--- src/logic/prc_pkg.sv ---
package prc_pkg;

    // ==========================================================
    // Bus geometry
    localparam int ADDR_W = 10;
    localparam int DATA_W = 16;

    // ==========================================================
    // Word indices on the reconfiguration port
    localparam logic [ADDR_W-1:0] ADDR_MODE = 10'h000;
    localparam logic [ADDR_W-1:0] ADDR_VC = 10'h090;
    localparam logic [ADDR_W-1:0] ADDR_DEV = 10'h091;
    localparam logic [ADDR_W-1:0] ADDR_SLOT = 10'h092;

    // ==========================================================
    // Reset values and writable masks
    localparam logic RST_MODE = 1'b1;
    localparam logic [DATA_W-1:0] RST_VC = 16'h0010;
    localparam logic [DATA_W-1:0] RST_DEV = 16'h8002;
    localparam logic [DATA_W-1:0] RST_SLOT = 16'h0000;
    localparam logic [DATA_W-1:0] MASK_VC = 16'hffff;
    localparam logic [DATA_W-1:0] MASK_DEV = 16'hffff;
    localparam logic [DATA_W-1:0] MASK_SLOT = 16'h0003;

    // ==========================================================
    // Field positions
    localparam int BIT_MODE = 0;
    localparam int BIT_AER = 0;
    localparam int LPVC_LSB = 1;
    localparam int VCARB_LSB = 4;
    localparam int SNOOP_LSB = 8;
    localparam int MPS_LSB = 0;
    localparam int BIT_SURPRISE = 3;
    localparam int BIT_LINKUP = 4;
    localparam int BIT_EXTTAG = 5;
    localparam int L0S_LSB = 6;
    localparam int L1_LSB = 9;
    localparam int IND_LSB = 12;
    localparam int BIT_ROLE = 15;
    localparam int SCALE_LSB = 0;

    // Payload codes at or above this value are reserved.
    localparam logic [2:0] MPS_RSVD_MIN = 3'h6;
    localparam logic [DATA_W-1:0] MPS_FIELD = 16'h0007;
    localparam logic [DATA_W-1:0] DOWNSTREAM_BITS = 16'h0018;

    // ==========================================================
    // Capability fields as presented to the core
    typedef struct packed {
        logic reconfigEnable;
        logic aerCap;
        logic [2:0] lowPrioVc;
        logic [3:0] vcArbCaps;
        logic [7:0] rejectSnoop;
        logic [2:0] maxPayload;
        logic surpriseDownCap;
        logic linkLayerUpStateCap;
        logic extTagCap;
        logic [2:0] l0sLatency;
        logic [2:0] l1Latency;
        logic [2:0] slotIndicators;
        logic roleBasedErr;
        logic [1:0] slotPowerScale;
    } prc_caps_t;

endpackage : prc_pkg
--- src/logic/prc_capability_regs.sv ---
`timescale 1ns/10ps
`default_nettype none
module prc_capability_regs #(
    parameter bit IS_DOWNSTREAM = 1'b0
) (
    // Clock and reset
    input wire logic coreClk,
    input wire logic resetn,
    // Reconfiguration port
    input wire logic [prc_pkg::ADDR_W-1:0] reconfAddress,
    input wire logic reconfRead,
    input wire logic reconfWrite,
    input wire logic [prc_pkg::DATA_W-1:0] reconfWriteData,
    input wire logic [1:0] reconfByteEnable,
    output logic [prc_pkg::DATA_W-1:0] reconfReadData,
    output logic reconfReadDataValid,
    output logic reconfWaitRequest,
    // Capability fields to the core
    output var prc_pkg::prc_caps_t caps
);

    // ==========================================================
    // Elaboration checks
    // The lane mask assumes a word of exactly two byte lanes.
    if (prc_pkg::DATA_W != 16) begin : gLaneCheck
        $error("reconfiguration words must be two byte lanes wide");
    end

    // ==========================================================
    // Address decode
    logic modeReg;
    logic [prc_pkg::DATA_W-1:0] vcWord;
    logic [prc_pkg::DATA_W-1:0] devWord;
    logic [prc_pkg::DATA_W-1:0] slotWord;
    wire logic hitMode = reconfAddress == prc_pkg::ADDR_MODE;
    wire logic hitVc = reconfAddress == prc_pkg::ADDR_VC;
    wire logic hitDev = reconfAddress == prc_pkg::ADDR_DEV;
    wire logic hitSlot = reconfAddress == prc_pkg::ADDR_SLOT;
    wire logic [prc_pkg::DATA_W-1:0] laneMask = {{8{reconfByteEnable[1]}},
                                                {8{reconfByteEnable[0]}}};
    wire logic fieldWrite = reconfWrite && !modeReg;
    wire logic modeWrite = reconfWrite && hitMode && reconfByteEnable[0];

    // ==========================================================
    // Mode bit: one holds every field at its default.
    always_ff @(posedge coreClk) begin
        if (!resetn) begin
            modeReg <= prc_pkg::RST_MODE;
        end else if (modeWrite) begin
            modeReg <= reconfWriteData[prc_pkg::BIT_MODE];
        end
    end

    // ==========================================================
    // Write masks
    wire logic mpsReserved =
        reconfWriteData[prc_pkg::MPS_LSB +: 3] >= prc_pkg::MPS_RSVD_MIN;
    wire logic [prc_pkg::DATA_W-1:0] mpsKeep = mpsReserved ? prc_pkg::MPS_FIELD : '0;
    wire logic [prc_pkg::DATA_W-1:0] portKeep =
        IS_DOWNSTREAM ? '0 : prc_pkg::DOWNSTREAM_BITS;
    wire logic [prc_pkg::DATA_W-1:0] vcMask = prc_pkg::MASK_VC & laneMask;
    wire logic [prc_pkg::DATA_W-1:0] devMask =
        prc_pkg::MASK_DEV & laneMask & ~mpsKeep & ~portKeep;
    wire logic [prc_pkg::DATA_W-1:0] slotMask = prc_pkg::MASK_SLOT & laneMask;

    // ==========================================================
    // Register words
    prc_field_reg #(
        .WIDTH(prc_pkg::DATA_W),
        .RESET_VALUE(prc_pkg::RST_VC)
    ) uVcWord (
        .coreClk(coreClk),
        .resetn(resetn),
        .loadDefault(modeReg),
        .writeEn(fieldWrite && hitVc),
        .writeMask(vcMask),
        .writeData(reconfWriteData),
        .value(vcWord)
    );

    prc_field_reg #(
        .WIDTH(prc_pkg::DATA_W),
        .RESET_VALUE(prc_pkg::RST_DEV)
    ) uDevWord (
        .coreClk(coreClk),
        .resetn(resetn),
        .loadDefault(modeReg),
        .writeEn(fieldWrite && hitDev),
        .writeMask(devMask),
        .writeData(reconfWriteData),
        .value(devWord)
    );

    prc_field_reg #(
        .WIDTH(prc_pkg::DATA_W),
        .RESET_VALUE(prc_pkg::RST_SLOT)
    ) uSlotWord (
        .coreClk(coreClk),
        .resetn(resetn),
        .loadDefault(modeReg),
        .writeEn(fieldWrite && hitSlot),
        .writeMask(slotMask),
        .writeData(reconfWriteData),
        .value(slotWord)
    );

    // ==========================================================
    // Read path, fixed one-cycle latency; unmapped words read zero.
    wire logic [prc_pkg::DATA_W-1:0] readMux =
        hitMode ? {{(prc_pkg::DATA_W-1){1'b0}}, modeReg} :
        hitVc ? vcWord :
        hitDev ? devWord :
        hitSlot ? slotWord : '0;

    always_ff @(posedge coreClk) begin
        if (!resetn) begin
            reconfReadData <= '0;
            reconfReadDataValid <= 1'b0;
        end else begin
            reconfReadDataValid <= reconfRead;
            if (reconfRead) begin
                reconfReadData <= readMux;
            end
        end
    end

    assign reconfWaitRequest = 1'b0;

    // ==========================================================
    // Field fan-out to the core
    always_comb begin
        caps.reconfigEnable = !modeReg;
        caps.aerCap = vcWord[prc_pkg::BIT_AER];
        caps.lowPrioVc = vcWord[prc_pkg::LPVC_LSB +: 3];
        caps.vcArbCaps = vcWord[prc_pkg::VCARB_LSB +: 4];
        caps.rejectSnoop = vcWord[prc_pkg::SNOOP_LSB +: 8];
        caps.maxPayload = devWord[prc_pkg::MPS_LSB +: 3];
        caps.surpriseDownCap = devWord[prc_pkg::BIT_SURPRISE];
        caps.linkLayerUpStateCap = devWord[prc_pkg::BIT_LINKUP];
        caps.extTagCap = devWord[prc_pkg::BIT_EXTTAG];
        caps.l0sLatency = devWord[prc_pkg::L0S_LSB +: 3];
        caps.l1Latency = devWord[prc_pkg::L1_LSB +: 3];
        caps.slotIndicators = devWord[prc_pkg::IND_LSB +: 3];
        caps.roleBasedErr = devWord[prc_pkg::BIT_ROLE];
        caps.slotPowerScale = slotWord[prc_pkg::SCALE_LSB +: 2];
    end

    wire logic devLive = fieldWrite && hitDev;
endmodule : prc_capability_regs
`default_nettype wire

--- src/logic/prc_field_reg.sv ---
`timescale 1ns/10ps
`default_nettype none
module prc_field_reg #(
    parameter int WIDTH = 16,
    parameter logic [WIDTH-1:0] RESET_VALUE = '0
) (
    // Clock and reset
    input wire logic coreClk,
    input wire logic resetn,
    // Control
    input wire logic loadDefault,
    input wire logic writeEn,
    input wire logic [WIDTH-1:0] writeMask,
    input wire logic [WIDTH-1:0] writeData,
    // Contents
    output logic [WIDTH-1:0] value
);

    logic [WIDTH-1:0] next_value;

    if (WIDTH < 1) begin : gWidthCheck
        $error("prc_field_reg width must be positive");
    end

    assign next_value = (value & ~writeMask) | (writeData & writeMask);

    always_ff @(posedge coreClk) begin
        if (!resetn || loadDefault) begin
            value <= RESET_VALUE;
        end else if (writeEn) begin
            value <= next_value;
        end
    end

endmodule : prc_field_reg
`default_nettype wire

--- config.mk ---
export PLATFORM = sky130hd
export DESIGN_NAME = prc_capability_regs
export DESIGN_NICKNAME = d
export VERILOG_FILES = /design/src/logic/prc_pkg.sv /design/src/logic/prc_capability_regs.sv /design/src/logic/prc_field_reg.sv
export SDC_FILE = /design/constraint.sdc
export NUM_CORES = 1
export LEC_CHECK = 0
export ABC_CLOCK_PERIOD_IN_PS = 5600
export BUFFER_PORTS_ARGS = -buffer_cell sky130_fd_sc_hd__buf_4
export CAP_MARGIN = 5
export CORE_ASPECT_RATIO = 1.4
export CORE_MARGIN = 5
export CORE_UTILIZATION = 47
export CTS_CLUSTER_DIAMETER = 150
export DETAILED_ROUTE_END_ITERATION = 12
export PLACE_DENSITY = 0.78
export SLEW_MARGIN = 5
export SYNTH_ARGS = -nofsm -noshare
export SYNTH_HDL_FRONTEND = slang
export SYNTH_SLANG_ARGS = --single-unit
--- constraint.sdc ---
create_clock -name coreClk -period 5.6 [get_ports coreClk]
set_input_delay 1.12 -clock coreClk [delete_from_list [all_inputs] [get_ports coreClk]]
set_output_delay 1.12 -clock coreClk [all_outputs]
set_load 0.02 [all_outputs]
Word-level counts from Yosys, hierarchy flattened
Cells that the tools add are included.
{ "op_classes": {"bitwise_logic": 14, "n_reduce_logical": 10, "magnitude_cmp": 1, "eq_ne": 3, "mux": 5} }
{ "ops": {"columns": ["cell", "n"], "rows": [
  ["$and 16x16->16", 6],
  ["$mux 16", 4],
  ["$or 16x16->16", 3],
  ["$not 16->16", 2],
  ["$eq 10x8->1 const B", 3],
  ["$and 16x2->16", 1],
  ["$not 2->16", 1],
  ["$not 3->16", 1],
  ["$logic_not 10->1", 1],
  ["$logic_and 1x1->1", 6],
  ["$ge 3x3->1 const B", 1],
  ["$mux 3", 1],
  ["$logic_not 1->1", 2],
  ["$logic_or 1x1->1", 1]
]} }
{ "word_totals": {"reg_bits": 66, "input_bits": 32, "elab_cells": 39} }

Depth between registers and ports, before layout
{ "depth": {"word_depth": 7, "depth_mapped": 6, "mapped_depth_nobuf": 4} }

Hierarchy
A second synthesis with hierarchy kept.
{ "unflattened": {"hier_cells": 326, "area_unflattened_um2": 3231.8} }
{ "by_module_without_submodules": {"columns": ["mod", "area_per_inst_um2", "seq_area_each_um2", "instances", "cells_per_inst"], "rows": [
  ["prc_capability_regs", 1063.5, 360.3, 1, 119],
  ["prc_field_reg (uSlotWord)", 767.0, 320.3, 1, 70],
  ["prc_field_reg (uVcWord)", 701.9, 320.3, 1, 69],
  ["prc_field_reg (uDevWord)", 699.4, 320.3, 1, 68]
]} }

Least setup slack after synthesis
No wires, ideal clock.
{ "synth_timing": {"path_type": "input to register", "from": "input port reconfAddress[9] in the netlist's numbering", "to": "register with a tool-made name", "t_arrival_ns": 2.679, "path_buffers": 1, "cell_stages": 5, "setup_time_ns": 0.129, "setup_slack_ns": 2.792, "required_time_ns": 5.471, "cell_sequence": "or4_4 buf_6 nor4_4 mux2i_1 nand2_1"} }
{ "synth_lines": {"columns": ["item", "line_no", "rtl"], "rows": [
  ["start, declared", "prc_capability_regs.sv:10", "input wire logic [prc_pkg::ADDR_W-1:0] reconfAddress,"]
]} }

==> impl_metrics.csv <==
group,metric,value,unit
run_status,status,"complete, no violations",
layout,fin_nets,342,
layout,multiInputGateArea,1054,um2
critical_path,cp_cell_sequence,"buf_4 -> or4_4 -> nor4_4 -> mux2i_1 -> nor2_1",
critical_path,crit_path_start_kind,"input port",
yosys,syn_area,2137,um2
critical_path,reg2reg_slack,3.82,ns
clock_network,ctsRootBufferMaster,"clkbuf_8",
place,hpwl,4308,um
timing,hold_ws,0.4842,ns
critical_path,required,5.78,ns
clock_network,clkLatencyLatePin,0.30,ns
yosys,synth-seq-cells,50,
critical_path,cp_slowest_cell,"nor4_4",
grt,overflow,0,
yosys,synth_simple_gate_area_frac,0.2910,
yosys,async_flop_share,0,
drt,drt_iter0_drc,106,
yosys,synth-main-ff-cell,"dfxtp_1",
drt,met3_length,458,um
timing,finalCriticalPeriod,2.753,ns
critical_path,critPathMaxFanout,12,
critical_path,crit_path_end_kind,"register",
critical_path,critical_path_class,"input port to register",
critical_path,crit_cells,5,
floorplan,die_y,89.79,um
timing,fmax,363.2,MHz
layout,antennaDiodeCount,0,
yosys,synth_edf_count,0,
layout,final_cell_mix,"83 x buf_4, 50 x dfxtp_1, 28 x nor2b_1",
floorplan,row_count,29,
clock_network,cts_buffer_depth,2,
critical_path,reg2reg_depth,4,
pwr,p_leak,1.143,nW
yosys,synth-xor-area-share,0,
yosys,synth.distinct_cells,32,
place,io_buffers,81,
grt,grt_max_degree,34,
hold_path,hold_path_class,"register to register",
floorplan,core_area,4463,um2
layout,regArea,1001,um2
yosys,synthAdderAreaFrac,0,
drt,wl_met1,2288,um
hold_path,holdPathStages,2,
yosys,ys_seq_area_frac,0.4684,
critical_path,critPathTopFamily,"simple AND/OR/NAND/NOR gates",
pwr,p_per_area,221.2,nW/um2
layout,utilization,0.6454,
yosys,synth_compound_area_frac,0.1388,
timing,tightest_slew,0.8178,ns
drt,remaining_drc_errors,0,
drt,wl_met2,2991,um
layout,layoutNonFillerInstCount,373,
flow_run,cap_violations,0,
timing,setup_viol,0,
drt,wl_per_cell,15.91,um
yosys,synthCells,236,
layout,num-fill-cells,399,
drt,drt-vias-per-instance,5.343,
critical_path,critical-path-max-stage-delay,0.71,ns
timing,maxSlewHeadroom,0.4498,
floorplan,dieArea,6015,um2
place,dp.cells,365,
floorplan,ios,85,
clock_network,cts-buffers-inserted,5,
timing,final.setup.tns,0,ns
drt,routed_wl,5935,um
grt,antenna_found_initial,0,
floorplan,start_util,0.4788,
timing,rsz0062_at_grt,"false",
timing,min_period_over_period,0.4917,
floorplan,die_x,66.99,um
yosys,synth_top_family_by_area,"simple AND/OR/NAND/NOR gates",
clock_network,cts_resized,0,
clock_network,clk_pin_slew_worst_paths,0.09,ns
layout,final_common_cell,"buf_4",
clock_network,numClockSinks,50,
clock_network,h-tree-depth,2,
timing,timing_hold_violations_final,0,
drt,num_vias,1993,
pwr,peakVddDrop,181.3,uV
timing,fin_skew,0.006613,ns
clock_network,cts_tree,"yes",
clock_network,ctsHoldBuffers,0,
critical_path,cp_data_arrival_time,2.93,ns
drt,first_pass_iters,4,
clock_network,post_cts_buffers,0,
place,place.gp.congestion,0.7969,
layout,area_growth,34.78,%
yosys,synth_area_per_cell,9.055,um2
yosys,synthMuxAreaShare,0.05152,
drt,route.top_layer_used,"met4",
grt,grt_pass1_wl,9977,um
critical_path,worst-path-buf-inv,1,
layout,final_layout_size_suffix_gt1_frac,0.3183,
critical_path,timing.rr.start,"modeReg$_SDFFE_PN1P_",
timing,final_max_slew_viol_count,0,
grt,grt_pass1_vias,2064,
grt,grt_usage,0.2125,
yosys,yosys_warnings,0,
drt,drtAntennaViolNets,0,
[per-stage QoR]
step,instance area [um2],power (W),worst slack (ns)
6_report,2880,0.0006372,2.847
5_1_grt,2880,0.0006590,2.765
4_1_cts,2875,0.0006403,2.834
3_5_place_dp,2765,0.0004038,2.501
3_3_place_gp,2765,0.0004037,2.541
2_1_floorplan,2145,0.0003802,2.792
[metal layers]
| metal | track usage | vias to the layer above |
|---|---|---|
| met2 | 0.3435 | 70 |
| li1 | - | 972 |
| met4 | 0.09306 | 0 |
| met3 | 0.05985 | 14 |
| met1 | 0.2573 | 937 |
| met5 | 0 | - |
[synth_stat cells, drive strengths merged, types with 2 or more instances]
library cell | instances | area (um2)
o21ai | 19 | 95.09
clkbuf | 12 | 45.04
nand2 | 26 | 97.59
a21oi | 6 | 30.03
a221oi | 13 | 113.9
nand3 | 17 | 85.08
dfxtp | 50 | 1001
nor2 | 15 | 56.30
or4 | 3 | 26.27
mux2i | 11 | 110.1
nor4 | 7 | 95.09
buf | 6 | 43.79
nor2b | 29 | 181.4
or4b | 2 | 20.02
and2 | 2 | 12.51
nand3b | 3 | 22.52
inv | 4 | 15.01
a22oi | 2 | 15.01
[tightest hold or removal path, stage by stage (launching register included)]
cell	delay, ns
dfxtp_1	0.33
nand2_1	0.05
o21ai_0	0.06
[area by class of cell]
| type | count | share of cell area |
|---|---|---|
| multi-input combinational | 166 | 0.3658 |
| sequential | 50 | 0.3475 |
| timing repair buffer | 83 | 0.2163 |
| clock buffer | 8 | 0.03823 |
| tap | 62 | 0.02693 |
| inverter | 4 | 0.005213 |
[where the power goes]
group | internal, W | switching (W)
logic | 0.0000196 | 0.0000197
registers | 0.000356 | 0.000000306
clock network | 0.000125 | 0.000117
[how the worst max path moves through the flow]
stage | from | end | slack [ns]
after global placement | reconfAddress[9] | register | 2.54
after detailed placement | reconfAddress[9] | register | 2.50
after global routing | reconfAddress[9] | register | 2.76
after floorplan | reconfAddress[9] | register | 2.79
after CTS | reconfAddress[9] | register | 2.83
final | reconfAddress[9] | register | 2.85
[cell families after synthesis]
family | Yosys count
AO/OA/AOI/OAI | 45
buffers and inverters | 22
flip-flops | 50
multiplexers | 11
other | 1
AND/OR/NAND/NOR | 107
(Power assumes the default switching activity.)
